**config.mk**
```make
export PLATFORM = sky130hd
export DESIGN_NAME = link_pdu_responder
export DESIGN_NICKNAME = d
export VERILOG_FILES = /design/src/rtl/link_pdu_pkg.sv /design/src/rtl/link_pdu_responder.sv
export SDC_FILE = /design/constraint.sdc
export NUM_CORES = 1
export LEC_CHECK = 0
export ABC_AREA = 1
export BUFFER_PORTS_ARGS = -buffer_cell sky130_fd_sc_hd__buf_2
export CORE_MARGIN = 2
export CORE_UTILIZATION = 30
export CTS_CLUSTER_DIAMETER = 30
export DETAILED_ROUTE_END_ITERATION = 7
export PLACE_DENSITY = 0.58
export SLEW_MARGIN = 20
export SYNTH_ARGS = -nofsm -noshare
export SYNTH_HDL_FRONTEND = slang
export SYNTH_SLANG_ARGS = --single-unit
```
**constraint.sdc**
```tcl
create_clock -name clk -period 4.88 [get_ports clk]
set_input_delay 0 -clock clk [delete_from_list [all_inputs] [get_ports clk]]
set_output_delay 0 -clock clk [all_outputs]
set_load 0.005 [all_outputs]
```
**src/rtl/link_pdu_pkg.sv**
```systemverilog
package link_pdu_pkg;

	// Register bus geometry
	localparam int REG_AW = 8;
	localparam int REG_DW = 32;

	// Register byte offsets
	localparam logic [7:0] OFS_CTRL = 8'h00;
	localparam logic [7:0] OFS_CMD = 8'h04;
	localparam logic [7:0] OFS_STATUS = 8'h08;
	localparam logic [7:0] OFS_SEQ = 8'h0C;
	localparam logic [7:0] OFS_HOLD = 8'h10;
	localparam logic [7:0] OFS_BUF = 8'h14;

	// Control register fields
	localparam int CTRL_BUSY_BIT = 0;
	localparam int CTRL_ADDR_LSB = 8;

	// Command register fields (write only, reads as zero)
	localparam int CMD_I_BIT = 0;
	localparam int CMD_S_BIT = 1;
	localparam int CMD_GRP_BIT = 2;
	localparam int CMD_SK_LSB = 3;
	localparam int CMD_PF_BIT = 5;
	localparam int CMD_DST_LSB = 8;
	localparam int CMD_LEN_LSB = 16;

	// Status register fields; bits 2..4 are sticky, write one to clear
	localparam int ST_ACTIVE_BIT = 0;
	localparam int ST_RESP_BIT = 1;
	localparam int ST_TRUNC_BIT = 2;
	localparam int ST_SEQERR_BIT = 3;
	localparam int ST_REFUSED_BIT = 4;

	// Sequence register fields
	localparam int SEQ_VS_LSB = 0;
	localparam int SEQ_VR_LSB = 8;
	localparam int SEQ_ACK_LSB = 16;

	// Buffer write register fields
	localparam int BUF_DATA_LSB = 0;
	localparam int BUF_IDX_LSB = 16;

	// Response hold delay: reset value in ns, rounded up to clock cycles
	localparam int CLK_PERIOD_NS = 50;
	localparam int HOLD_W = 16;
	localparam int HOLD_DEFAULT_NS = 1000;
	localparam int HOLD_DEFAULT_CYC = (HOLD_DEFAULT_NS + CLK_PERIOD_NS - 1) / CLK_PERIOD_NS;
	localparam logic [HOLD_W-1:0] HOLD_RESET = HOLD_W'(HOLD_DEFAULT_CYC);

	// Kind of PDU on the receive and transmit ports
	typedef enum logic [2:0] {
		PDU_OTHER = 3'h0,
		PDU_TEST_CMD = 3'h1,
		PDU_TEST_RSP = 3'h2,
		PDU_UI_CMD = 3'h3,
		PDU_URNR_RSP = 3'h4,
		PDU_I = 3'h5,
		PDU_S = 3'h6
	} pdu_kind_t;

	// Kind of destination address
	typedef enum logic [1:0] {
		DST_INDIV = 2'h0,
		DST_GROUP = 2'h1,
		DST_GLOBAL = 2'h2,
		DST_SPECIAL = 2'h3
	} dst_kind_t;

	// Supervisory function
	typedef enum logic [1:0] {
		SUP_READY = 2'h0,
		SUP_REJECT = 2'h1,
		SUP_NOT_READY = 2'h2,
		SUP_SEL_REJECT = 2'h3
	} sup_kind_t;

	// Transmit sequencer, Gray coded from idle through hold, header and data to done
	typedef enum logic [2:0] {
		ST_IDLE = 3'h0,
		ST_HOLD = 3'h1,
		ST_HDR = 3'h3,
		ST_DATA = 3'h2,
		ST_DONE = 3'h6
	} tx_state_t;

endpackage : link_pdu_pkg

```
**src/rtl/link_pdu_responder.sv**
```systemverilog
`timescale 1ns/1ps
`default_nettype none

// Operation
// - A TEST command that is answered gets its TEST response sent first, once the hold delay has run out; the code first completes any software PDU already started.
// - A TEST command with poll 0 to any address kind is answered with a TEST response with final bit 0.
// - The TEST response to a poll 0 command echoes the received information field unchanged;
//   the code sends it empty if the field overflows the buffer or the buffer is in use.
// - A TEST response carries the station's own individual source address and an individual destination.
// - A UI command with poll 1 arriving while the station is busy is answered with a URNR response.
// - A URNR response is the first PDU sent after the UI command, and only after the hold delay; a software PDU already started is completed before it.
// - A URNR response has final bit 1 and goes to the source address of the UI command.
// - I PDUs always carry an information field and are numbered in sequence on a connection.
// - Group or global I PDUs are sent with both sequence numbers zero and are ignored and not acknowledged on receipt.
// - An I PDU carries its own send number and the next expected receive number, which acknowledges all below it.
// - S PDUs perform numbered supervisory work: acknowledgement, suspension and recovery.
// - S PDUs carry no information field and change neither the send nor the receive state variable.
// - An individually addressed TEST command with poll 1 gets a TEST response with final 1 and no information.
// - Every S PDU carries the next expected receive number, acknowledging all below it unless it is a selective reject without poll;
//   an S PDU sent with the group bit set carries zero instead.
module link_pdu_responder #(
	parameter int ADDR_W = 8,
	parameter int SEQ_W = 7,
	parameter int BUF_DEPTH = 64
) (
	input wire logic clk,
	input wire logic rst,
	input wire logic [link_pdu_pkg::REG_AW-1:0] reg_addr,
	input wire logic [link_pdu_pkg::REG_DW-1:0] reg_wdata,
	input wire logic reg_wr,
	input wire logic reg_rd,
	output logic [link_pdu_pkg::REG_DW-1:0] reg_rdata,
	input wire logic rx_hdr_valid,
	input wire link_pdu_pkg::pdu_kind_t rx_kind,
	input wire logic rx_pf,
	input wire link_pdu_pkg::dst_kind_t rx_dst_kind,
	input wire logic [ADDR_W-1:0] rx_src,
	input wire logic [SEQ_W-1:0] rx_ns,
	input wire logic [SEQ_W-1:0] rx_nr,
	input wire link_pdu_pkg::sup_kind_t rx_sup,
	input wire logic rx_byte_valid,
	input wire logic [7:0] rx_byte,
	input wire logic rx_end,
	output logic tx_hdr_valid,
	output link_pdu_pkg::pdu_kind_t tx_kind,
	output logic tx_pf,
	output link_pdu_pkg::dst_kind_t tx_dst_kind,
	output logic [ADDR_W-1:0] tx_src,
	output logic [ADDR_W-1:0] tx_dst,
	output logic [SEQ_W-1:0] tx_ns,
	output logic [SEQ_W-1:0] tx_nr,
	output link_pdu_pkg::sup_kind_t tx_sup,
	output logic tx_byte_valid,
	output logic [7:0] tx_byte,
	output logic tx_end,
	input wire logic tx_ready
);
	localparam int BIDX_W = $clog2(BUF_DEPTH);
	localparam int LEN_W = $clog2(BUF_DEPTH + 1);
	localparam logic [LEN_W-1:0] LEN_FULL = LEN_W'(BUF_DEPTH);
	// Address decode shared by reads and writes
	function automatic logic hit(input logic [link_pdu_pkg::REG_AW-1:0] a, input logic [link_pdu_pkg::REG_AW-1:0] o);
		return a == o;
	endfunction : hit
	// Software state
	logic busy, st_trunc, st_seq_err, st_refused;
	logic [ADDR_W-1:0] my_addr;
	logic [link_pdu_pkg::HOLD_W-1:0] hold_cyc;
	// Connection sequence state
	logic [SEQ_W-1:0] vs, vr, peer_ack;
	// Frame being received; header copies need no reset since in_frame gates every use
	logic in_frame, cur_pf, cap_en, rx_over;
	link_pdu_pkg::pdu_kind_t cur_kind;
	link_pdu_pkg::dst_kind_t cur_dst;
	logic [ADDR_W-1:0] cur_src;
	logic [SEQ_W-1:0] cur_ns, cur_nr;
	link_pdu_pkg::sup_kind_t cur_sup;
	logic [LEN_W-1:0] rx_cnt;
	// Pending answer to a command
	logic resp_pend, resp_pf;
	link_pdu_pkg::pdu_kind_t resp_kind;
	logic [ADDR_W-1:0] resp_dst;
	logic [LEN_W-1:0] resp_len;
	// Pending software request
	logic sw_pend, sw_is_i, sw_grp, sw_pf;
	link_pdu_pkg::sup_kind_t sw_sup;
	logic [ADDR_W-1:0] sw_dst;
	logic [LEN_W-1:0] sw_len;
	// Transmit sequencer
	link_pdu_pkg::tx_state_t state, next_state;
	logic [link_pdu_pkg::HOLD_W-1:0] hold_cnt;
	logic [LEN_W-1:0] tx_idx, next_idx, send_len;
	logic sending_resp;
	logic [7:0] buf_mem [BUF_DEPTH];
	// Register strobes
	wire logic wr_ctrl = reg_wr && hit(reg_addr, link_pdu_pkg::OFS_CTRL);
	wire logic wr_cmd = reg_wr && hit(reg_addr, link_pdu_pkg::OFS_CMD);
	wire logic wr_status = reg_wr && hit(reg_addr, link_pdu_pkg::OFS_STATUS);
	wire logic wr_hold = reg_wr && hit(reg_addr, link_pdu_pkg::OFS_HOLD);
	wire logic wr_buf = reg_wr && hit(reg_addr, link_pdu_pkg::OFS_BUF);
	// Command fields
	wire logic cmd_i = reg_wdata[link_pdu_pkg::CMD_I_BIT];
	wire logic cmd_s = reg_wdata[link_pdu_pkg::CMD_S_BIT];
	wire logic [LEN_W-1:0] cmd_len = reg_wdata[link_pdu_pkg::CMD_LEN_LSB +: LEN_W];
	wire logic cmd_bad_len = cmd_i && (cmd_len == '0 || cmd_len > LEN_FULL);
	wire logic cmd_take = wr_cmd && (cmd_i || cmd_s) && !sw_pend && !cmd_bad_len;
	wire logic cmd_refuse = wr_cmd && (cmd_i || cmd_s) && !cmd_take;
	// The buffer belongs to software only while nothing uses it
	wire logic buf_free = state == link_pdu_pkg::ST_IDLE && !resp_pend && !sw_pend;
	wire logic sw_we = wr_buf && buf_free && !cap_en;
	wire logic buf_refuse = wr_buf && !sw_we;
	// Echo capture of a poll 0 TEST command
	wire logic is_echo_hdr = rx_kind == link_pdu_pkg::PDU_TEST_CMD && !rx_pf;
	wire logic rx_we = in_frame && cap_en && rx_byte_valid && rx_cnt != LEN_FULL;
	wire logic rx_lost = in_frame && rx_byte_valid && cur_kind == link_pdu_pkg::PDU_TEST_CMD && !cur_pf && !rx_we;
	wire logic buf_we = rx_we || sw_we;
	wire logic [BIDX_W-1:0] buf_waddr = rx_we ? rx_cnt[BIDX_W-1:0]
		: reg_wdata[link_pdu_pkg::BUF_IDX_LSB +: BIDX_W];
	wire logic [7:0] buf_wdata = rx_we ? rx_byte : reg_wdata[link_pdu_pkg::BUF_DATA_LSB +: 8];
	// Decisions at the end of a received frame
	wire logic frame_done = in_frame && rx_end;
	wire logic cur_indiv = cur_dst == link_pdu_pkg::DST_INDIV;
	wire logic ans_test = cur_kind == link_pdu_pkg::PDU_TEST_CMD && (!cur_pf || cur_indiv);
	wire logic ans_urnr = cur_kind == link_pdu_pkg::PDU_UI_CMD && cur_pf && busy;
	wire logic new_resp = frame_done && !resp_pend && (ans_test || ans_urnr);
	wire logic resp_lost = frame_done && resp_pend && (ans_test || ans_urnr);
	wire logic i_indiv = frame_done && cur_kind == link_pdu_pkg::PDU_I && cur_indiv;
	wire logic i_in_seq = i_indiv && cur_ns == vr;
	wire logic s_ack = frame_done && cur_kind == link_pdu_pkg::PDU_S && cur_indiv
		&& (cur_sup != link_pdu_pkg::SUP_SEL_REJECT || cur_pf);
	// Header of the next PDU: an answer when coming from the hold state
	wire logic load_resp = state == link_pdu_pkg::ST_HOLD;
	wire logic hdr_grp = !load_resp && sw_grp;
	wire logic hdr_numbered = !load_resp && sw_is_i && !hdr_grp;
	wire link_pdu_pkg::pdu_kind_t hdr_kind = load_resp ? resp_kind
		: (sw_is_i ? link_pdu_pkg::PDU_I : link_pdu_pkg::PDU_S);
	wire link_pdu_pkg::dst_kind_t hdr_dkind = hdr_grp ? link_pdu_pkg::DST_GROUP : link_pdu_pkg::DST_INDIV;
	wire logic [SEQ_W-1:0] hdr_ns = hdr_numbered ? vs : '0;
	wire logic [SEQ_W-1:0] hdr_nr = (load_resp || hdr_grp) ? '0 : vr;
	wire logic [LEN_W-1:0] hdr_len = load_resp ? resp_len : (sw_is_i ? sw_len : '0);
	wire logic enter_hdr = state != link_pdu_pkg::ST_HDR && next_state == link_pdu_pkg::ST_HDR;
	wire logic hdr_sent = state == link_pdu_pkg::ST_HDR && tx_ready;
	wire logic pdu_done = state == link_pdu_pkg::ST_DONE && tx_ready;
	// Control and hold registers
	always_ff @(posedge clk) begin
		if (rst) begin
			busy <= 1'h0;
			my_addr <= '0;
			hold_cyc <= link_pdu_pkg::HOLD_RESET;
		end else begin
			if (wr_ctrl) begin
				busy <= reg_wdata[link_pdu_pkg::CTRL_BUSY_BIT];
				my_addr <= reg_wdata[link_pdu_pkg::CTRL_ADDR_LSB +: ADDR_W];
			end
			if (wr_hold)
				hold_cyc <= reg_wdata[0 +: link_pdu_pkg::HOLD_W];
		end
	end
	// Sticky status; a new event beats a clear in the same cycle
	always_ff @(posedge clk) begin
		if (rst) begin
			st_trunc <= 1'h0;
			st_seq_err <= 1'h0;
			st_refused <= 1'h0;
		end else begin
			st_trunc <= rx_lost || (st_trunc && !(wr_status && reg_wdata[link_pdu_pkg::ST_TRUNC_BIT]));
			st_seq_err <= (i_indiv && !i_in_seq) || (st_seq_err && !(wr_status && reg_wdata[link_pdu_pkg::ST_SEQERR_BIT]));
			st_refused <= cmd_refuse || buf_refuse || resp_lost
				|| (st_refused && !(wr_status && reg_wdata[link_pdu_pkg::ST_REFUSED_BIT]));
		end
	end
	// Receive frame tracking; header fields held until the frame ends
	always_ff @(posedge clk) begin
		if (rst) begin
			in_frame <= 1'h0;
			cap_en <= 1'h0;
			rx_cnt <= '0;
			rx_over <= 1'h0;
		end else if (rx_hdr_valid) begin
			in_frame <= 1'h1;
			cur_kind <= rx_kind;
			cur_pf <= rx_pf;
			cur_dst <= rx_dst_kind;
			cur_src <= rx_src;
			cur_ns <= rx_ns;
			cur_nr <= rx_nr;
			cur_sup <= rx_sup;
			cap_en <= is_echo_hdr && buf_free; // Echo only into an idle buffer
			rx_cnt <= '0;
			rx_over <= is_echo_hdr && !buf_free;
		end else begin
			if (rx_we)
				rx_cnt <= rx_cnt + LEN_W'(1);
			if (rx_lost)
				rx_over <= 1'h1;
			if (rx_end) begin
				in_frame <= 1'h0;
				cap_en <= 1'h0;
			end
		end
	end
	// Receive state variable and acknowledgement from the peer
	always_ff @(posedge clk) begin
		if (rst) begin
			vr <= '0;
			peer_ack <= '0;
		end else begin
			if (i_in_seq)
				vr <= vr + SEQ_W'(1);
			if (i_indiv || s_ack)
				peer_ack <= cur_nr;
		end
	end
	// Pending answer; fields are only read while the answer is pending
	always_ff @(posedge clk) begin
		if (rst) begin
			resp_pend <= 1'h0;
		end else if (new_resp) begin
			resp_pend <= 1'h1;
			resp_kind <= ans_test ? link_pdu_pkg::PDU_TEST_RSP : link_pdu_pkg::PDU_URNR_RSP;
			resp_pf <= ans_test ? cur_pf : 1'h1;
			resp_dst <= cur_src;
			resp_len <= (ans_test && !cur_pf && !rx_over) ? rx_cnt : '0;
		end else if (pdu_done && sending_resp) begin
			resp_pend <= 1'h0;
		end
	end
	// Software request latch; sw_sup is reset as answers copy it to the header
	always_ff @(posedge clk) begin
		if (rst) begin
			sw_pend <= 1'h0;
			sw_sup <= link_pdu_pkg::SUP_READY;
		end else if (cmd_take) begin
			sw_pend <= 1'h1;
			sw_is_i <= cmd_i;
			sw_grp <= reg_wdata[link_pdu_pkg::CMD_GRP_BIT];
			sw_sup <= link_pdu_pkg::sup_kind_t'(reg_wdata[link_pdu_pkg::CMD_SK_LSB +: 2]);
			sw_pf <= reg_wdata[link_pdu_pkg::CMD_PF_BIT];
			sw_dst <= reg_wdata[link_pdu_pkg::CMD_DST_LSB +: ADDR_W];
			sw_len <= cmd_len;
		end else if (pdu_done && !sending_resp) begin
			sw_pend <= 1'h0;
		end
	end
	// Shared buffer: echo field or outgoing information field
	always_ff @(posedge clk) begin
		if (buf_we) begin
			buf_mem[buf_waddr] <= buf_wdata;
		end
	end
	// Next state; a pending answer always wins the idle slot
	always_comb begin
		next_state = state;
		next_idx = tx_idx;
		case (state)
			link_pdu_pkg::ST_IDLE: begin
				if (resp_pend) begin
					next_state = link_pdu_pkg::ST_HOLD;
				end else if (sw_pend) begin
					next_state = link_pdu_pkg::ST_HDR;
				end
			end
			link_pdu_pkg::ST_HOLD: begin
				if (hold_cnt == '0) begin
					next_state = link_pdu_pkg::ST_HDR;
				end
			end
			link_pdu_pkg::ST_HDR: begin
				if (tx_ready) begin
					next_idx = '0;
					next_state = (send_len != '0) ? link_pdu_pkg::ST_DATA : link_pdu_pkg::ST_DONE;
				end
			end
			link_pdu_pkg::ST_DATA: begin
				if (tx_ready) begin
					if (tx_idx == send_len - LEN_W'(1)) begin
						next_state = link_pdu_pkg::ST_DONE;
					end else begin
						next_idx = tx_idx + LEN_W'(1);
					end
				end
			end
			link_pdu_pkg::ST_DONE: begin
				if (tx_ready) begin
					next_state = link_pdu_pkg::ST_IDLE;
				end
			end
			default: begin
				next_state = link_pdu_pkg::ST_IDLE;
			end
		endcase
	end
	// Sequencer, hold counter and send state variable
	always_ff @(posedge clk) begin
		if (rst) begin
			state <= link_pdu_pkg::ST_IDLE;
			hold_cnt <= '0;
			tx_idx <= '0;
			vs <= '0;
		end else begin
			state <= next_state;
			tx_idx <= next_idx;
			if (state == link_pdu_pkg::ST_IDLE)
				hold_cnt <= hold_cyc;
			else if (hold_cnt != '0)
				hold_cnt <= hold_cnt - link_pdu_pkg::HOLD_W'(1);
			if (hdr_sent && tx_kind == link_pdu_pkg::PDU_I && tx_dst_kind == link_pdu_pkg::DST_INDIV)
				vs <= vs + SEQ_W'(1);
		end
	end
	// Header outputs, loaded once as the header beat begins
	always_ff @(posedge clk) begin
		if (rst) begin
			tx_kind <= link_pdu_pkg::PDU_OTHER;
			tx_pf <= 1'h0;
			tx_dst_kind <= link_pdu_pkg::DST_INDIV;
			tx_src <= '0;
			tx_dst <= '0;
			tx_ns <= '0;
			tx_nr <= '0;
			tx_sup <= link_pdu_pkg::SUP_READY;
		end else if (enter_hdr) begin
			tx_kind <= hdr_kind;
			tx_pf <= load_resp ? resp_pf : sw_pf;
			tx_dst_kind <= hdr_dkind;
			tx_src <= my_addr;
			tx_dst <= load_resp ? resp_dst : sw_dst;
			tx_ns <= hdr_ns;
			tx_nr <= hdr_nr;
			tx_sup <= sw_sup;
			send_len <= hdr_len;
			sending_resp <= load_resp;
		end
	end
	// Beat outputs follow the next state so they come from flip-flops
	always_ff @(posedge clk) begin
		tx_hdr_valid <= !rst && next_state == link_pdu_pkg::ST_HDR;
		tx_byte_valid <= !rst && next_state == link_pdu_pkg::ST_DATA;
		tx_byte <= rst ? 8'h00 : buf_mem[next_idx[BIDX_W-1:0]];
		tx_end <= !rst && next_state == link_pdu_pkg::ST_DONE;
	end
	// Read mux; unmapped and write-only offsets read zero
	wire logic [link_pdu_pkg::REG_DW-1:0] rd_ctrl = (link_pdu_pkg::REG_DW'(busy) << link_pdu_pkg::CTRL_BUSY_BIT)
		| (link_pdu_pkg::REG_DW'(my_addr) << link_pdu_pkg::CTRL_ADDR_LSB);
	wire logic [link_pdu_pkg::REG_DW-1:0] rd_status =
		(link_pdu_pkg::REG_DW'(state != link_pdu_pkg::ST_IDLE) << link_pdu_pkg::ST_ACTIVE_BIT)
		| (link_pdu_pkg::REG_DW'(resp_pend) << link_pdu_pkg::ST_RESP_BIT)
		| (link_pdu_pkg::REG_DW'(st_trunc) << link_pdu_pkg::ST_TRUNC_BIT)
		| (link_pdu_pkg::REG_DW'(st_seq_err) << link_pdu_pkg::ST_SEQERR_BIT)
		| (link_pdu_pkg::REG_DW'(st_refused) << link_pdu_pkg::ST_REFUSED_BIT);
	wire logic [link_pdu_pkg::REG_DW-1:0] rd_seq = (link_pdu_pkg::REG_DW'(vs) << link_pdu_pkg::SEQ_VS_LSB)
		| (link_pdu_pkg::REG_DW'(vr) << link_pdu_pkg::SEQ_VR_LSB)
		| (link_pdu_pkg::REG_DW'(peer_ack) << link_pdu_pkg::SEQ_ACK_LSB);
	wire logic [link_pdu_pkg::REG_DW-1:0] rd_data =
		hit(reg_addr, link_pdu_pkg::OFS_CTRL) ? rd_ctrl
		: hit(reg_addr, link_pdu_pkg::OFS_STATUS) ? rd_status
		: hit(reg_addr, link_pdu_pkg::OFS_SEQ) ? rd_seq
		: hit(reg_addr, link_pdu_pkg::OFS_HOLD) ? link_pdu_pkg::REG_DW'(hold_cyc)
		: '0;
	// Read data stands for exactly the cycle after the strobe
	always_ff @(posedge clk) begin
		reg_rdata <= (reg_rd && !rst) ? rd_data : '0;
	end

endmodule : link_pdu_responder

`default_nettype wire

```
; Word-level counts from Yosys, hierarchy flattened
; Memory sizes are Yosys's and may differ from the RTL's. A register that Yosys moved wholly into a read port is not among the register bits.
; Cells that the tools add are included.
[totals]
ff_bits = 237
ram_bits = 512
in_bits = 86
output_inout_bits = 81
wordCells = 249
mem_count = 1
[op_classes]
add_sub_neg = 6
n_lt_le_gt_ge = 1
eq_ne = 26
n_mux = 42
bitwise_logic = 8
n_reduce_logical = 115
[mem_list]
columns = memory, words, width, read_ports, rd_clocked_by_memory_dff, write_ports, line_no
row1 = buf_mem, 64, 8, 1, 1, 1, link_pdu_responder.sv:94  ; logic [7:0] buf_mem [BUF_DEPTH];
[ops]
columns = cell, n
row1 = 2-to-1 mux 23 bit, 3
row2 = logical AND 1 bit, 62
row3 = 2-to-1 mux 7 bit, 7
row4 = 2-to-1 mux 16 bit, 3
row5 = 2-to-1 mux 3 bit, 10
row6 = adder 7 x 1 -> 7 bit (second input constant), 4
row7 = OR 15 x 23 -> 23 bit, 1
row8 = zero test 1 bit, 19
row9 = equality test 8 x 4 -> 1 bit (second input constant), 2
row10 = equality test 8 x 5 -> 1 bit (second input constant), 2
row11 = zero test 16 bit, 1
row12 = 2-to-1 mux 8 bit, 2
row13 = OR 1 x 16 -> 16 bit, 1
row14 = nonzero test 16 bit, 1
row15 = subtractor 16 x 1 -> 16 bit (second input constant), 1
row16 = equality test 3 x 2 -> 1 bit (second input constant), 5
row17 = equality test 3 bit (second input constant), 5
row18 = OR 7 x 15 -> 15 bit, 1
row19 = case mux 3 bit (5 select lines), 1
row20 = equality test 7 bit, 2
row21 = case mux 7 bit (2 select lines), 1
row22 = logical OR 1 bit, 13
row23 = 2-to-1 mux 1 bit, 13
row24 = nonzero test 2 bit, 6
row25 = 23 further kinds, 32

; Longest topological paths before layout
; Gate-level depths: netlist of the first run.
[depth]
depth_word = 10
ltp_mapped = 24
ltp_nobuf = 23

; Worst setup path before layout of the first run
; No wires, ideal clock.
[synth_path]
kind = register -> register
start = reg rx_cnt[1]
end = mem buf_mem[0][1] (data pin)
setup_ps = 702
t_arrival_ps = 3962
required_ps = 4178
setup_slack_ps = 216
path_stages_with_launch = 9
path_buffers = 2
period_less_slack_ps = 4664
cell_sequence = dfxtp_1 > inv_1 > ha_1 > nand3_1 > o41ai_2 > nor3_2 > clkbuf_1 > clkbuf_1 > o21ai_0
[synth_between]
elab_chain_cells = 3
[synth_lines]
columns = element, line_no
row1 = start: declaration, link_pdu_responder.sv:78  ; logic [LEN_W-1:0] rx_cnt;
row2 = start signal: assignment, link_pdu_responder.sv:193  ; rx_cnt <= rx_cnt + LEN_W'(1);
row3 = != test 7 bit, link_pdu_responder.sv:114  ; wire logic rx_we = in_frame && cap_en && rx_byte_valid && rx_cnt != LEN_FULL;
row4 = logical AND 1 bit, link_pdu_responder.sv:114
row5 = 2-to-1 mux 8 bit, link_pdu_responder.sv:119  ; wire logic [7:0] buf_wdata = rx_we ? rx_byte : reg_wdata[link_pdu_pkg::BUF_DATA_LSB +: 8];
row6 = via buf_wdata[1], link_pdu_responder.sv:119
row7 = end: declaration, link_pdu_responder.sv:94
; The timed path passes the listed nets, and every way through them passes these cells.

; Worst setup path after layout of the first run
[layout_path]
start = reg rx_cnt[1]
end = mem buf_mem[21][3] (enable)
[layout_between]
elab_chain_cells = 5
word_cells_on_any_way = 6
cone_classes = eq/ne: 1 / mux: 3 / reduce/logical: 2
[layout_lines]
columns = element, line_no
row1 = != test 7 bit, link_pdu_responder.sv:114
row2 = logical AND 1 bit, link_pdu_responder.sv:114
row3 = logical OR 1 bit, link_pdu_responder.sv:116  ; wire logic buf_we = rx_we || sw_we;
row4 = 2-to-1 mux 1 bit, link_pdu_responder.sv:247  ; if (buf_we) begin
row5 = 2-to-1 mux 1 bit (not written as such), link_pdu_responder.sv:248  ; buf_mem[buf_waddr] <= buf_wdata;
; Several ways; a longest one is shown, not always the timed one.

==> impl_metrics.toml, run 1 <==
[outcome]
outcome = "finished clean"

[layout]
final_cells = 4983
final_area_sq_um = 41100
layout-drive-gt1-share_pct = 14.5
fillers = 10100
final_util_pct = 38.9
layout.nets = 3551
area_delta_synth_final_pct = 28.5

[critical_path]
cpPeakStageDelay_ns = 0.65
cp_num_buf_inv = 3
crit_fanout = 10
critPathSlowestCell = "nor2_1"
cp-start-kind = "flop"
worstSetupEndpointType = "flop"
arrival_ns = 4.47
critPathTopFamily = "simple AND/OR/NAND/NOR gates"
crit_chain = "inv_1 -> ha_1 -> nand3_1 -> o41ai_2 -> nor3_4 -> inv_2 -> nor2_1 -> a21oi_1 -> nand4_1 -> buf_4 -> nor2_1"
worstSetupPathType = "flop to flop"
critPathMostFrequentCell = "nor2_1"
crit_required_ns = 5.24

[sta]
finalHoldViolCount = 0
finalCritPeriodShare_pct = 84.2
period_needed_ns = 4.11
worst_slew_pin_slew_ns = 1.02
rsz0062_at_grt = "false"
setup_violations = 0
slew_headroom_pct = 31.8
slew_viol_final = 0
clock_skew_ns = 0.0761
fmax_ghz = 0.243
fin_setup_tns_ns = 0

[cts]
htreeDepth = 4
clock-sinks = 746
clk_pin_slew_worst_paths_ns = 0.05
ctsResizeCount = 0
cts_tree = "done"
clock_latency_ns = 0.75
numCtsBuffers = 159
cts_root_buffer = "clkbuf_16"
cts.path.max_buffers = 3

[global_route]
grt-ovfl-total = 0
grt_usage_pct = 16.3
antenna_found_initial = 9
grt_max_degree = 129
grt_pass1_wl_microns = 136000
first_global_vias = 22900

[synth]
synthCells = 3121
ys_seq_area_share_pct = 65.0
netlist_area_sq_um = 32000
ys_ff_latch = 746
synthDistinctLibCells = 57
synth_edf_count = 586
avgSynthCellArea_sq_um = 10.2
synth_area_leaders = "edfxtp_1 (55%), dfxtp_1 (10%), nand3_1 (7.5%)"
synth_top_cell_by_area = "edfxtp_1"
synth_top_area_share_pct = 55.0
synthArstFlopShare_pct = 0
yosys_warnings = 0
ys.flop_type = "edfxtp_1"

[floorplan]
die_x_microns = 331
fp-row-count = 119
start_util_pct = 30.3
fp.dieArea_sq_um = 109000
num_io_pins = 167
core_area_sq_um = 106000
dieHeight_microns = 331

[placement]
portBuffers = 147
gp_congestion = 0.826
dpl.hpwl_microns = 53800
dpl_cell_area_sq_um = 34600
dp_cells = 4576

[drt]
vias = 23600
wirelength_microns = 89700
ant_nets = 0
wl_per_cell_microns = 18.0
drt_iter0_drc = 2051
drc_errors = 0
vias_per_cell = 4.73
dr.pass1.iters = 5

[job]
max_cap_viol_count = 0

[hold_path]
hp-class = "input pin to flop"

[power]
total_power_mw = 18.4
power.density_nw_per_um2 = 448
ir_worst_vdd_mv = 0.383
p_leak_nw = 16.1
==> logic make-up after synthesis <==
kind of cell	count (synthesis)	share of synthesized area (%)
AO/OA/AOI/OAI	292	5.55
adder cells (fa/ha/maj)	7	0.274
flip-flops	746	65.0
buffers and inverters	611	7.66
other	1	0.0117
AND/OR/NAND/NOR	1446	21.0
XOR/XNOR	18	0.493
==> synth_stat cells, types with 7 or more instances <==
cell / number
a31oi_1: 14
ha_1: 7
a211oi_1: 13
nand3_1: 479
nand3b_1: 120
edfxtp_1: 586
buf_1: 15
o21ai_0: 72
nand2_1: 595
nand4_1: 16
nor4_1: 10
dfxtp_1: 160
a21oi_1: 97
nor3_1: 30
clkbuf_1: 59
o211ai_1: 56
buf_2: 75
a22o_1: 7
xor2_1: 12
inv_1: 437
buf_4: 13
nor2_1: 166
==> sequential cells by signal, indices dropped and copies added, names as in the netlist, 7 cells and up <==
register,flops
reg_rdata,23
tx_ns,7
cur_nr,7
tx_dst,8
vr,7
resp_dst,8
cur_src,8
cur_ns,7
send_len,7
tx_nr,7
tx_idx,7
peer_ack,7
tx_src,8
hold_cyc,16
sw_dst,8
tx_byte,8
resp_len,7
rx_cnt,7
buf_mem,512
my_addr,8
vs,7
sw_len,7
hold_cnt,16
==> stage by stage <==
stage | hold WS [ns] | setup WS [ns]
2_1_floorplan | 0.0989 | 0.216
3_3_place_gp | 0.178 | 0.949
3_5_place_dp | 0.178 | 0.810
4_1_cts | 0.0223 | 0.844
5_1_grt | 0.0327 | 0.509
6_report | 0.0606 | 0.769
==> placed cells by master (no fill, tap or decap), types with 8 or more instances in the layout <==
master,n
a21oi_1,97
nand4_1,16
clkbuf_1,26
buf_2,146
nor3_1,28
nor2_1,163
edfxtp_1,586
clkinv_2,18
buf_4,62
dfxtp_1,160
clkinvlp_4,19
bufinv_16,14
clkinv_1,23
o21ai_4,8
nand3_1,479
buf_12,10
nor4_1,10
o21ai_0,64
nand3b_1,120
inv_1,437
a31oi_1,14
nand2_1,592
xor2_1,12
a211oi_1,13
dlygate4sd3_1,112
clkinv_4,18
conb_1,10
clkbuf_16,160
o211ai_1,56
==> timing repair <==
item | 4_1_cts | 5_1_grt
endpoints found under the hold margin | 244 | 0
setup buffers | 0 | 0
hold buffers | 112 | 0
endpoints found under the setup margin | 0 | 0
==> final cells by class <==
class	count	area [sq um]	share of cell area, %
sequential	746	20800	50.6
multi-input combinational	1773	8940	21.8
clock buffer	189	4140	10.1
timing repair buffer	331	2540	6.19
tap	1391	1740	4.24
inverter	447	1680	4.08
clock inverter	105	1240	3.01
antenna	1	2.50	0.00609
==> final timing paths <==
| kind | startpoint | endpoint | slack (ns) | depth (start not counted) |
|---|---|---|---|---|
| worst max-delay path | rx_cnt[1] | buf_mem[21][3] | 0.77 | 11 |
| worst min register to register | cur_src[4] | resp_dst[4] | 0.42 | 0 |
| worst max register to register | rx_cnt[1] | buf_mem[21][3] | 0.77 | 11 |
| worst min-delay path | reg_wdata[15] | sw_dst[7] | 0.06 | 2 |
==> power by group <==
group	total [mW]	internal, mW	leakage, nW	switching, mW
clock	10.5	6.87	2.55	3.63
sequential	6.93	6.91	6.57	0.0265
combinational	0.978	0.316	7.01	0.663
total	18.4	14.1	16.1	4.32
==> per-layer routing <==
layer,global-route usage (%),routed length [microns]
met2,25.1,40700
met3,3.93,6340
met1,22.3,40100
met4,6.23,2500
met5,0,76
Note: power is estimated with default switching activity, not from simulation.
==> inputs of run 2 (changes only) <==
--- a/config.mk
+++ b/config.mk
@@ -11,7 +11,7 @@
 export CORE_UTILIZATION = 30
 export CTS_CLUSTER_DIAMETER = 30
 export DETAILED_ROUTE_END_ITERATION = 7
-export PLACE_DENSITY = 0.58
+export PLACE_DENSITY = 0.56
 export SLEW_MARGIN = 20
 export SYNTH_ARGS = -nofsm -noshare
 export SYNTH_HDL_FRONTEND = slang
==> constraint.sdc (replaced) <==
create_clock -name clk -period 4.14 [get_ports clk]
set_input_delay 0 -clock clk [delete_from_list [all_inputs] [get_ports clk]]
set_output_delay 0 -clock clk [all_outputs]
set_load 0.005 [all_outputs]
==> run 2 against run 1 <==
Non-clock buffer count rose by 5. Flip-flop and latch count stayed put. Global-route usage is 0.10 points higher. Worst hold slack lost 0.019 ns. Die area unchanged. Core utilization increased by 0.12 points. Sequential power grew 18%. Final cell count barely moved. Clock skew increased by 0.0028 ns. Clock-buffer cell count grew 3. Critical endpoint is now buf_mem[59][2]. Highest routed layer unchanged.
==> impl_metrics.toml, run 2 (synthesis results as in run 1) <==
[cts]
clk_pin_slew_worst_paths_ns = 0.05
cts.path.max_buffers = 3
htreeDepth = 4
numCtsBuffers = 158
post_cts_buffers = 0
cts_root_buffer = "clkbuf_16"
clock_latency_ns = 0.75
cts_tree = "done"
clock-sinks = 746
ctsResizeCount = 0
ctsHoldBuffers = 116

[critical_path]
worstSetupEndpointType = "flop"
worstSetupPathType = "flop to flop"
crit_required_ns = 4.56
crit_fanout = 10
reg2reg_slack_ns = 0.42
cpPeakStageDelay_ns = 0.65
arrival_ns = 4.14
cp-start-kind = "flop"
crit_chain = "inv_1 -> ha_1 -> nand3_1 -> o41ai_2 -> nor3_4 -> inv_2 -> nor2_1 -> a21oi_1 -> inv_1 -> nor3_1 -> nand2_1 -> nor2_1 -> buf_4"
critPathSlowestCell = "a21oi_1"

[power]
p_leak_nw = 16.2
ir_worst_vdd_mv = 0.368
total_power_mw = 21.7
power.density_nw_per_um2 = 526

[global_route]
first_global_vias = 23000
grt_pass1_wl_microns = 136000
grt_max_degree = 129
grt-ovfl-total = 0
grt_usage_pct = 16.4
antenna_found_initial = 8

[sta]
slew_headroom_pct = 29.3
period_needed_ns = 3.72
setup_violations = 0
finalHoldViolCount = 0
finalCritPeriodShare_pct = 89.9
worst_slew_pin_slew_ns = 1.05
clock_skew_ns = 0.0789
rsz0062_at_grt = "false"
fmax_ghz = 0.269
slew_viol_final = 0

[placement]
portBuffers = 147
gp_congestion = 0.835
dp_cells = 4577
dpl.hpwl_microns = 56400

[layout]
final_cells = 4986
area_delta_synth_final_pct = 28.8
reg_top3 = "buf_mem x512, reg_rdata x23"
layout-drive-gt1-share_pct = 14.5
largest_reg_flops = 512
final_util_pct = 39.0
layout.nets = 3555
mostFrequentLayoutCell = "nand2_1"
regMostFlops = "buf_mem"
mostFrequentLayoutCells = "nand2_1 (592), edfxtp_1 (586), nand3_1 (479), inv_1 (437), nor2_1 (163)"

[floorplan]
fp-row-count = 119
start_util_pct = 30.3
num_io_pins = 167
core_area_sq_um = 106000
fp.dieArea_sq_um = 109000
die_x_microns = 331
dieHeight_microns = 331

[drt]
drc_errors = 0
drt_iter0_drc = 1809
wirelength_microns = 90200
wl_per_cell_microns = 18.1
ant_nets = 0
vias_per_cell = 4.73
vias = 23600
dr.pass1.iters = 5

[job]
max_cap_viol_count = 0

[outcome]
outcome = "finished clean"

[hold_path]
hp-class = "input pin to flop"
==> run 2: changes by cell type in the layout (fill, tap and decap cells not counted), moves of 3 or more <==
cell	delta
buf_4	-4
buf_12	+6
inv_4	+3
clkinvlp_4	+3
bufinv_16	-3
clkinv_8	-3
clkinv_16	+6
dlygate4sd3_1	+4
clkinv_4	-8
clkinv_1	-3
==> run 2: routing by layer <==
metal	wire length (microns)	global-route usage (%)	up-vias
li1	-	-	11300
met1	40000	22.0	11300
met2	42200	26.1	713
met3	5470	3.42	175
met4	2480	6.44	8
met5	46	0	-
==> run 2: worst max-delay path, delay by kind of cell, from the launching register on <==
family          cells  cell delay, ns
simple gates        6            1.14
compound gates      2            1.01
flops               1            0.31
buf+inv             4            0.79
fa+ha+maj           1            0.17
==> run 2: area by class of cell <==
| class | count | area, sq um |
|---|---|---|
| multi-input cells | 1773 | 8940 |
| clock inverters | 99 | 1220 |
| clock buffers | 192 | 4190 |
| fillers | 10100 | 64400 |
| well taps | 1391 | 1740 |
| flip-flops and latches | 746 | 20800 |
| diodes | 2 | 5.00 |
| repair buffers | 336 | 2650 |
| inverters | 447 | 1680 |
==> run 2: path summary, 6_finish.rpt <==
kind / from / endpoint / cells past startpoint
setup reg to reg: rx_cnt[1] / buf_mem[59][2] / 13
hold / removal: rx_byte[0] / buf_mem[6][0] / 3
setup / recovery: rx_cnt[1] / buf_mem[59][2] / 13
hold reg to reg: cur_src[4] / resp_dst[4] / 0
==> run 2: report_power, final <==
part           internal (mW)  switching (mW)  total [mW]  leakage [nW]
Combinational          0.387           0.775        1.16          7.06
Clock                   8.00            4.35        12.3          2.54
Sequential              8.14          0.0308        8.17          6.57
Total                   16.5            5.15        21.7          16.2
==> run 2: per-stage QoR <==
step                hold WS [ns]  worst slack (ns)  instance area [sq um]  setup TNS, ns
finish                    0.0416             0.417                  41200              0
global route              0.0317            0.0846                  41200              0
CTS                      0.00952             0.411                  41200              0
detailed placement         0.178             0.387                  34600              0
global placement           0.178             0.474                  34600              0
floorplan                 0.0989            -0.524                  32000        -268.22
==> inputs of run 3 (changes only) <==
==> constraint.sdc (replaced) <==
create_clock -name clk -period 4.75 [get_ports clk]
set_input_delay 0 -clock clk [delete_from_list [all_inputs] [get_ports clk]]
set_output_delay 0 -clock clk [all_outputs]
set_load 0.005 [all_outputs]
==> run 3 against run 2 <==
Worst setup slack improved by 0.14 ns. Worst hold slack better by 0.015 ns. Power down 12%. Global-route usage fell by 0.25 points. Die area stayed put. Sequential power fell by 13%. Critical path type unchanged.
==> impl_metrics.toml, run 3 (synthesis results as in run 1) <==
[sta]
finalCritPeriodShare_pct = 88.2
clock_skew_ns = 0.0725
fin_hold_ws_ns = 0.0563
finalHoldViolCount = 0
rsz0062_at_grt = "false"
setup_violations = 0
fmax_ghz = 0.239
fin_setup_tns_ns = 0
slew_headroom_pct = 35.2
worst_slew_pin_slew_ns = 0.972
slew_viol_final = 0
period_needed_ns = 4.19

[floorplan]
die_x_microns = 331
num_io_pins = 167
fp-row-count = 119
core_area_sq_um = 106000
start_util_pct = 30.3
fp.dieArea_sq_um = 109000
dieHeight_microns = 331

[layout]
regMostFlops = "buf_mem"
largest_reg_flops = 512
mostFrequentLayoutCells = "nand2_1 (592), edfxtp_1 (586), nand3_1 (479), inv_1 (437)"
mostFrequentLayoutCell = "nand2_1"
reg_top3 = "buf_mem x512, reg_rdata x23"
area_delta_synth_final_pct = 28.8
final_area_sq_um = 41200
layout.nets = 3559
layout-drive-gt1-share_pct = 14.4

[cts]
clk_pin_slew_worst_paths_ns = 0.05
post_cts_buffers = 0
cts_root_buffer = "clkbuf_16"
cts.path.max_buffers = 3
cts_tree = "done"
htreeDepth = 4
numCtsBuffers = 161
clock-sinks = 746
clock_latency_ns = 0.76

[critical_path]
crit_fanout = 10
cpPeakStageDelay_ns = 0.92
cp-start-kind = "flop"
worstSetupPathType = "flop to flop"
r2r_cells = 10
crit_chain = "inv_1 -> ha_1 -> nand3_1 -> o41ai_2 -> nor3_4 -> inv_2 -> nor2_1 -> a21oi_1 -> nand4_1 -> nor2_1"
critPathMostFrequentCell = "nor2_1"
regToRegStartpoint = "rx_cnt[0]"
reg2reg_slack_ns = 0.56
worstSetupEndpointType = "flop"
arrival_ns = 4.51
r2r-end = "buf_mem[60][7]"
critPathSlowestCell = "nor2_1"
crit_required_ns = 5.07

[global_route]
antenna_found_initial = 12
first_global_vias = 22900
grt-ovfl-total = 0
grt_pass1_wl_microns = 135000
grt_usage_pct = 16.2
grt_max_degree = 143

[placement]
portBuffers = 147
gp_congestion = 0.798
dpl_cell_area_sq_um = 34600
dpl.hpwl_microns = 53900

[drt]
ant_nets = 0
wirelength_microns = 88900
wl_per_cell_microns = 17.8
drc_errors = 0
vias = 23400
vias_per_cell = 4.69
dr.pass1.iters = 6
drt_iter0_drc = 1945

[outcome]
outcome = "finished clean"

[power]
p_leak_nw = 16.2
power.density_nw_per_um2 = 462
ir_worst_vdd_mv = 0.308

[hold_path]
min-delay-start = "reg_wdata[14]"
hp-class = "input pin to flop"
hold_depth = 2
hold_end = "sw_dst[6]"

[job]
max_cap_viol_count = 0
run 3: cell types whose count changed in the layout (fill, tap and decap cells not counted), moves of 3 or more:
cell        previous run  this run
clkinv_4              10         5
buf_12                16         9
inv_4                  3         0
buf_4                 58        65
clkinv_2              18        31
clkinvlp_4            22         9
clkbuf_1              27        39
inv_16                 2         6
bufinv_16             11        14
clkinv_16             13         8
run 3: worst max-delay path, delay by kind of cell (launching register included):
family	cells	cell delay [ns]
AND/OR/NAND/NOR	5	2.02
buffers and inverters	2	0.28
AO/OA/AOI/OAI	2	1.01
flip-flops	1	0.32
adder cells (fa/ha/maj)	1	0.16
run 3: worst max path at each step:
stage              start              to  slack [ns]  cells after the start
2_1_floorplan  rx_cnt[1]   buf_mem[0][1]        0.09                      8
3_3_place_gp   rx_cnt[1]  buf_mem[52][7]        0.70                     10
3_5_place_dp   rx_cnt[1]  buf_mem[60][2]        0.63                     10
4_1_cts        rx_cnt[0]  buf_mem[60][7]        0.61                     10
5_1_grt        rx_cnt[0]  buf_mem[60][5]        0.27                     10
6_report       rx_cnt[0]  buf_mem[60][7]        0.56                     10
run 3: cell type report:
| cell class | count | area (sq um) |
|---|---|---|
| Antenna cell | 4 | 10.0 |
| Clock buffer | 207 | 4290 |
| Clock inverter | 94 | 1160 |
| Fill cell | 10200 | 64400 |
| Inverter | 447 | 1680 |
| Multi-Input combinational cell | 1773 | 8940 |
| Sequential cell | 746 | 20800 |
| Tap cell | 1391 | 1740 |
| Timing Repair Buffer | 337 | 2590 |
run 3: routing by layer:
metal | track usage (%) | up-vias | part of all wire, % | routed length (microns)
li1 | - | 11400 | - | -
met1 | 21.6 | 11200 | 45 | 40000
met2 | 25.9 | 697 | 46 | 41200
met3 | 3.37 | 188 | 5.8 | 5180
met4 | 6.14 | 14 | 2.7 | 2380
met5 | 0 | - | 0.099 | 88
run 3: report_power, final:
part	leakage [nW]	internal (mW)	switching, mW
sequential	6.57	7.10	0.0269
combinational	7.04	0.321	0.662
clock	2.63	7.21	3.71
total	16.2	14.6	4.40
run 3: through the flow:
stage | instances | setup WS [ns] | util, % | power [mW]
2_1_floorplan | 3130 | 0.0861 | - | 7.83
3_3_place_gp | 4577 | 0.696 | 32.7 | 8.13
5_1_grt | 4998 | 0.269 | 39.0 | 19.6
3_5_place_dp | 4577 | 0.632 | 32.7 | 8.15
6_report | 4999 | 0.559 | 39.0 | 19.0
4_1_cts | 4993 | 0.608 | 39.0 | 19.2
run 3: what timing repair did:
action | 4_1_cts | 5_1_grt
gates resized for setup | 0 | 0
endpoints found under the hold margin | 245 | 11
hold buffers | 115 | 1
